<file path="src/ext_bus_ready_pkg.sv">
// Function
// - External ready stretches the running bus cycle
// - Ready active level is selectable high or low
// - Synchronous mode gives shortest cycle, clock-aligned input
// - Asynchronous mode adds sync stage, one wait
// - First sample point follows programmed phase lengths
// - Inactive sample inserts one more ready wait
// - Active sample terminates the running bus cycle
// - Asynchronous sample point later than synchronous one
// - Ready ignored until mandatory access waits elapse
// - Read data captured on strobe-release edge
package ext_bus_ready_pkg;

	// ==========================================================
	// Widths and limits
	localparam int ACC_LEN_W = 6;
	localparam logic [ACC_LEN_W-1:0] ACC_LEN_MIN = 6'h01;
	localparam logic [ACC_LEN_W-1:0] ACC_LEN_MAX = 6'h20;
	localparam int ADDR_W_DEF = 24;
	localparam int DATA_W_DEF = 16;

	// ==========================================================
	// Reset values
	localparam logic RST_STROBE_B = 1'b1;
	localparam logic RST_REF_CLK = 1'b0;
	localparam logic RST_POL = 1'b1;
	localparam logic RST_ASYNC = 1'b0;

	// ==========================================================
	// Bus cycle states
	typedef enum logic [2:0] {
		ST_IDLE = 3'h1,
		ST_ACCESS = 3'h2,
		ST_RDY_WAIT = 3'h4
	} cycle_state_t;

endpackage

</file>
<file path="src/ext_bus_ready_wait_control.sv">
`timescale 1ns/1ps
module ext_bus_ready_wait_control #(
	parameter int ADDR_W = ext_bus_ready_pkg::ADDR_W_DEF,
	parameter int DATA_W = ext_bus_ready_pkg::DATA_W_DEF
) (
	input wire logic clk_sys_i,
	input wire logic rst_b_i,
	input wire logic start_i,
	input wire logic write_i,
	input wire logic [ADDR_W-1:0] addr_i,
	input wire logic [DATA_W-1:0] wdata_i,
	input wire logic [ext_bus_ready_pkg::ACC_LEN_W-1:0] access_phase_length_i,
	input wire logic ready_async_i,
	input wire logic ready_active_high_i,
	input wire logic ready_i,
	input wire logic [DATA_W-1:0] data_pin_i,
	output logic req_ready_o,
	output logic busy_o,
	output logic done_o,
	output logic [DATA_W-1:0] rdata_o,
	output logic bus_reference_clock_out_o,
	output logic rd_b_o,
	output logic wr_b_o,
	output logic [ADDR_W-1:0] addr_o,
	output logic [DATA_W-1:0] data_pin_o,
	output logic data_pin_oe_o
);
	import ext_bus_ready_pkg::*;

	// ==========================================================
	// Elaboration checks
	if (ADDR_W < 1 || ADDR_W > 32) begin : g_bad_addr
		$error("ADDR_W must be 1 to 32");
	end
	if (DATA_W < 1 || DATA_W > 32) begin : g_bad_data
		$error("DATA_W must be 1 to 32");
	end

	cycle_state_t state_q;
	logic ref_q;
	logic tick;
	logic write_q;
	logic async_q;
	logic pol_q;
	logic [ACC_LEN_W-1:0] len_q;
	logic [ACC_LEN_W-1:0] cnt_q;
	logic access_last;
	logic rdy_raw;
	logic sync1_q;
	logic sync2_q;
	logic rdy_sample;
	logic take;
	logic finish;
	logic done_q;
	logic [DATA_W-1:0] rdata_q;
	logic rd_b_q;
	logic wr_b_q;
	logic [ADDR_W-1:0] addr_q;
	logic [DATA_W-1:0] wdata_q;
	logic oe_q;

	// Clamp a requested access length into the legal range
	function automatic logic [ACC_LEN_W-1:0] clamp_len(input logic [ACC_LEN_W-1:0] len);
		if (len < ACC_LEN_MIN) begin
			return ACC_LEN_MIN;
		end
		if (len > ACC_LEN_MAX) begin
			return ACC_LEN_MAX;
		end
		return len;
	endfunction

	// ==========================================================
	// Bus reference clock: system clock divided by two
	always_ff @(posedge clk_sys_i or negedge rst_b_i) begin
		if (!rst_b_i) begin
			ref_q <= RST_REF_CLK;
		end else begin
			ref_q <= ~ref_q;
		end
	end
	assign tick = ref_q; // Bus phases advance where reference clock falls

	// ==========================================================
	// Ready conditioning
	// Polarity correction ahead of both sample paths
	assign rdy_raw = pol_q ? ready_i : ~ready_i;

	// Two-flop synchroniser, first flop feeds only the second
	always_ff @(posedge clk_sys_i or negedge rst_b_i) begin
		if (!rst_b_i) begin
			sync1_q <= 1'b0;
			sync2_q <= 1'b0;
		end else begin
			sync1_q <= rdy_raw;
			sync2_q <= sync1_q;
		end
	end

	// Sync mode reads the pin directly, async mode the synchronised copy
	assign rdy_sample = async_q ? sync2_q : rdy_raw;

	// ==========================================================
	// Cycle sequencing
	assign req_ready_o = (state_q == ST_IDLE) && tick;
	assign take = req_ready_o && start_i;
	assign access_last = (cnt_q == len_q - 6'h01);
	// Ready counts only at the access end (sync) or in ready waits
	assign finish = tick && (((state_q == ST_ACCESS) && access_last && !async_q && rdy_raw)
		|| ((state_q == ST_RDY_WAIT) && rdy_sample));
	assign busy_o = (state_q != ST_IDLE);

	// Cycle configuration latched when a request is taken
	always_ff @(posedge clk_sys_i or negedge rst_b_i) begin
		if (!rst_b_i) begin
			write_q <= 1'b0;
			async_q <= RST_ASYNC;
			pol_q <= RST_POL;
			len_q <= ACC_LEN_MIN;
			addr_q <= '0;
			wdata_q <= '0;
		end else if (take) begin
			write_q <= write_i;
			async_q <= ready_async_i;
			pol_q <= ready_active_high_i;
			len_q <= clamp_len(access_phase_length_i);
			addr_q <= addr_i;
			wdata_q <= wdata_i;
		end
	end

	// Access phase counter in bus clock periods
	always_ff @(posedge clk_sys_i or negedge rst_b_i) begin
		if (!rst_b_i) begin
			cnt_q <= '0;
		end else if (take) begin
			cnt_q <= '0;
		end else if (tick && (state_q == ST_ACCESS) && !access_last) begin
			cnt_q <= cnt_q + 6'h01;
		end
	end

	// State machine
	always_ff @(posedge clk_sys_i or negedge rst_b_i) begin
		if (!rst_b_i) begin
			state_q <= ST_IDLE;
		end else begin
			unique case (state_q)
				ST_IDLE: begin
					if (take) begin
						state_q <= ST_ACCESS;
					end
				end
				ST_ACCESS: begin
					if (finish) begin
						state_q <= ST_IDLE;
					end else if (tick && access_last) begin
						state_q <= ST_RDY_WAIT;
					end
				end
				ST_RDY_WAIT: begin
					if (finish) begin
						state_q <= ST_IDLE;
					end
				end
				default: begin
					state_q <= ST_IDLE;
				end
			endcase
		end
	end

	// ==========================================================
	// Pins and read data
	// The direction's strobe falls at cycle start; both are high again from the terminating edge
	always_ff @(posedge clk_sys_i or negedge rst_b_i) begin
		if (!rst_b_i) begin
			rd_b_q <= RST_STROBE_B;
			wr_b_q <= RST_STROBE_B;
			oe_q <= 1'b0;
		end else if (take) begin
			rd_b_q <= write_i;
			wr_b_q <= ~write_i;
			oe_q <= write_i;
		end else if (finish) begin
			rd_b_q <= RST_STROBE_B;
			wr_b_q <= RST_STROBE_B;
			oe_q <= 1'b0;
		end
	end

	// Read data captured on the strobe-release edge
	always_ff @(posedge clk_sys_i or negedge rst_b_i) begin
		if (!rst_b_i) begin
			rdata_q <= '0;
		end else if (finish && !write_q) begin
			rdata_q <= data_pin_i;
		end
	end

	// Completion pulse
	always_ff @(posedge clk_sys_i or negedge rst_b_i) begin
		if (!rst_b_i) begin
			done_q <= 1'b0;
		end else begin
			done_q <= finish;
		end
	end

	assign done_o = done_q;
	assign rdata_o = rdata_q;
	assign bus_reference_clock_out_o = ref_q;
	assign rd_b_o = rd_b_q;
	assign wr_b_o = wr_b_q;
	assign addr_o = addr_q;
	assign data_pin_o = wdata_q;
	assign data_pin_oe_o = oe_q;
endmodule

</file>
<file path="config.mk">
export PLATFORM = sky130hd
export DESIGN_NAME = ext_bus_ready_wait_control
export DESIGN_NICKNAME = d
export VERILOG_FILES = /design/src/ext_bus_ready_pkg.sv /design/src/ext_bus_ready_wait_control.sv
export SDC_FILE = /design/constraint.sdc
export NUM_CORES = 1
export LEC_CHECK = 0
export BUFFER_PORTS_ARGS = -buffer_cell sky130_fd_sc_hd__buf_4
export CORE_UTILIZATION = 55
export DETAILED_ROUTE_END_ITERATION = 8
export PLACE_DENSITY = 0.93
export RECOVER_POWER = 100
export SLEW_MARGIN = 40
export SYNTH_ARGS = -nofsm -noshare
export SYNTH_HDL_FRONTEND = slang
export SYNTH_SLANG_ARGS = --single-unit
</file>
<file path="constraint.sdc">
create_clock -name clk_sys_i -period 3.8 [get_ports clk_sys_i]
set_input_delay 0.19 -clock clk_sys_i [delete_from_list [all_inputs] [get_ports clk_sys_i]]
set_output_delay 0.19 -clock clk_sys_i [all_outputs]
set_load 0.01 [all_outputs]
</file>
==> flow_metrics.tcl <==
set metrics [dict create \
    period_needed_ns 3.16 \
    first_pass_iters 5 \
    cp.buffers_inverters 1 \
    wl_per_cell_um 16.5 \
    cpLargestDelayFamily "simple AND/OR/NAND/NOR gates" \
    reg2reg_from "len_q[0]" \
    worst_pin_slew_ns 1.97 \
    critPathMaxFanout 17 \
    post_cts_buffers 0 \
    row_count 30 \
    outcome "complete, but fails checks" \
    path_cells "inv_1, ha_1, nor2b_1, or3_1, a31o_1, nor2_1, o211ai_1" \
    grt_overflow 0 \
    max_stage_delay_ns 1.03 \
    dieWidth_um 87.0 \
    vias 3969 \
    finalCritPeriodShare 0.832 \
    relSlewSlack -0.314 \
    io_buffers 131 \
    diodes 0 \
    final_cell_mix "162 x nand2_1, 76 x dfrtp_1, 76 x buf_4" \
    drt-initial-drc-count 446 \
    design_area_um2 4980 \
    violations "capacitance limit, slew limit" \
    cts_root_buf "clkbuf_8" \
    hold_path_class "in -> reg" \
    pin_count 132 \
    ys_async_sr_fraction 1.00 \
    grt_usage 0.306 \
    floorplan.core_area_um2 6870 \
    clk_latency_ns 0.34 \
    gp_congestion 0.816 \
    slew_viol_final 82 \
    cts.clk_slew.worst_paths_ns 0.08 \
    die_area_um2 7570 \
    yosysSeqAreaShare 0.511 \
    startpoint "len_q[0]" \
    clockBufferDepth 2 \
    clock_skew_ns 0.00935 \
    arrival_ns 3.32 \
    worstPathRequired_ns 3.96 \
    holdBufCountCts 1 \
    pre_cts_slack_ns 1.18 \
    path_depth 7 \
    reg2reg_depth 7 \
    vias_per_cell 5.88 \
    numCtsBuffers 9 \
    critPathSlowestCell "nor2_1" \
    worstReg2RegEnd "rdata_o[10]" \
    cts_tree "done" \
    netlist_instances 453 \
    hold_ws_ns 0.0366 \
    hold_viol 0 \
    p_leak_nw 2.37 \
    cp-endpoint "rdata_o[10]" \
    fp.dieH_um 87.0 \
    layout_commonest_cell "nand2_1" \
    clock-sinks 81 \
    htreeDepth 3 \
    syn_area_per_cell_um2 8.77 \
    drc_errors 0 \
    synth-edff-count 0 \
    wirelength_um 11100 \
    post_cts_resized 0 \
    rrSetupSlack_ns 0.64 \
    syn-num-nets 524 \
    synth_top_area_share 0.478 \
    drive_gt1_frac 0.166 \
    antenna_found_initial 0 \
    start_util 0.579 \
    netlist_area_um2 3980 \
    synth_top_area_cell "dfrtp_1" \
    synth.area.top_cells "dfrtp_1 48%, nand2_1 15%, a221oi_1 3.5%" \
    yosys_most_used_dff "dfrtp_1" \
    grt_max_degree 82 \
    start_kind "flip-flop" \
    cellPowerDensity_nw_per_um2 473 \
    criticalPathCategory "reg -> reg" \
    fin_cells 675 \
    drtAntennaViolNets 0 \
    post-route-util 0.725 \
    final.setup.worst_slack_ns 0.639 \
    ys_ff_latch 81 \
    power.total_mw 2.35 \
    place_area_um2 5030 \
    max-cap-violations 1 \
    yosysWarnings 0 \
    grt_pass1_wl_um 18000 \
    irDropWorstVdd_mv 0.319 \
    grt_pass1_vias 3910 \
    tns_ns 0 \
    dp_hpwl_um 7500 \
    ys_types 43 \
    rsz0062_at_grt "no" \
    syn_to_final_growth_pct 25.3 \
    setup_viol 0 \
    dp.cells 658 \
    fmax_ghz 0.316 \
    nets 645 \
    end_kind "flip-flop" \
]
## where the power goes
group / switching, mW / internal [mW] / leakage [nW] / total (mW)
Clock: 0.308 / 0.303 / 0.0933 / 0.611
Combinational: 0.421 / 0.228 / 1.34 / 0.649
Sequential: 0.0916 / 1.00 / 0.939 / 1.09
Total: 0.820 / 1.53 / 2.37 / 2.35
## logic make-up after synthesis
| logic type | count (synthesis) | share of synthesized area |
|---|---|---|
| AOI/OAI and AO/OA | 92 | 0.158 |
| xor gates and xnor gates | 7 | 0.0154 |
| adders and majority gates | 2 | 0.00629 |
| buffers and inverters | 37 | 0.0359 |
| DFF | 81 | 0.511 |
| muxes | 6 | 0.0151 |
| and+or+nand+nor | 228 | 0.258 |
## registers in the layout, summed over array words and instances, names as in the netlist
register	flops
addr_o	24
async_q	1
bus_reference_clock_out_o	1
cnt_q	6
data_pin_o	16
data_pin_oe_o	1
done_o	1
len_q	6
pol_q	1
rd_b_o	1
rdata_o	16
state_q	3
sync1_q	1
sync2_q	1
wr_b_o	1
write_q	1
## synth_stat cells, types with 2 or more instances
library cell  instances
xnor2_1               4
a221oi_1             16
nor4_1                2
nor2b_1              18
nand3_1               4
mux2i_1               6
or4_1                 2
ha_1                  2
o21ai_0              25
nand2_1             162
and4_1                3
buf_2                 3
nand2b_1              4
clkbuf_1             25
inv_1                 7
a211o_1               2
dfstp_2               5
a31oi_1              18
nor2_1                3
o211ai_1             18
buf_1                 2
nor3_1                4
a21oi_1               4
nand4_1              16
and3_1                3
dfrtp_1              76
xor2_1                3
## cell type report
cell class | count | area [um^2]
tap | 96 | 120
fill | 555 | 1890
inverter | 7 | 26.3
sequential | 81 | 2030
multi-input combinational | 335 | 1790
timing repair buffer | 140 | 818
clock inverter | 5 | 56.3
clock buffer | 11 | 131
## tightest hold or removal path, stage by stage
cell,delay [ns]
buf_4,0.07
nand2_1,0.04
nand2_1,0.04
## worst min path at each step
stage / from / to / cells after the start
floorplan: rst_b_i / addr_o[0] / 0
global placement: sync1_q / sync2_q / 0
detailed placement: rst_b_i / rdata_o[14] / 1
CTS: access_phase_length_i[5] / len_q[0] / 2
global route: wdata_i[1] / data_pin_o[1] / 3
finish: addr_i[17] / addr_o[17] / 3
## per-layer routing
metal / GRT usage / vias up / routed length, um
met3: 0.0692 / 46 / 931
met1: 0.376 / 1881 / 4310
met2: 0.507 / 214 / 5530
li1: - / 1828 / -
met4: 0.155 / 0 / 357
met5: 0 / - / 0
(Power assumes the default switching activity.)
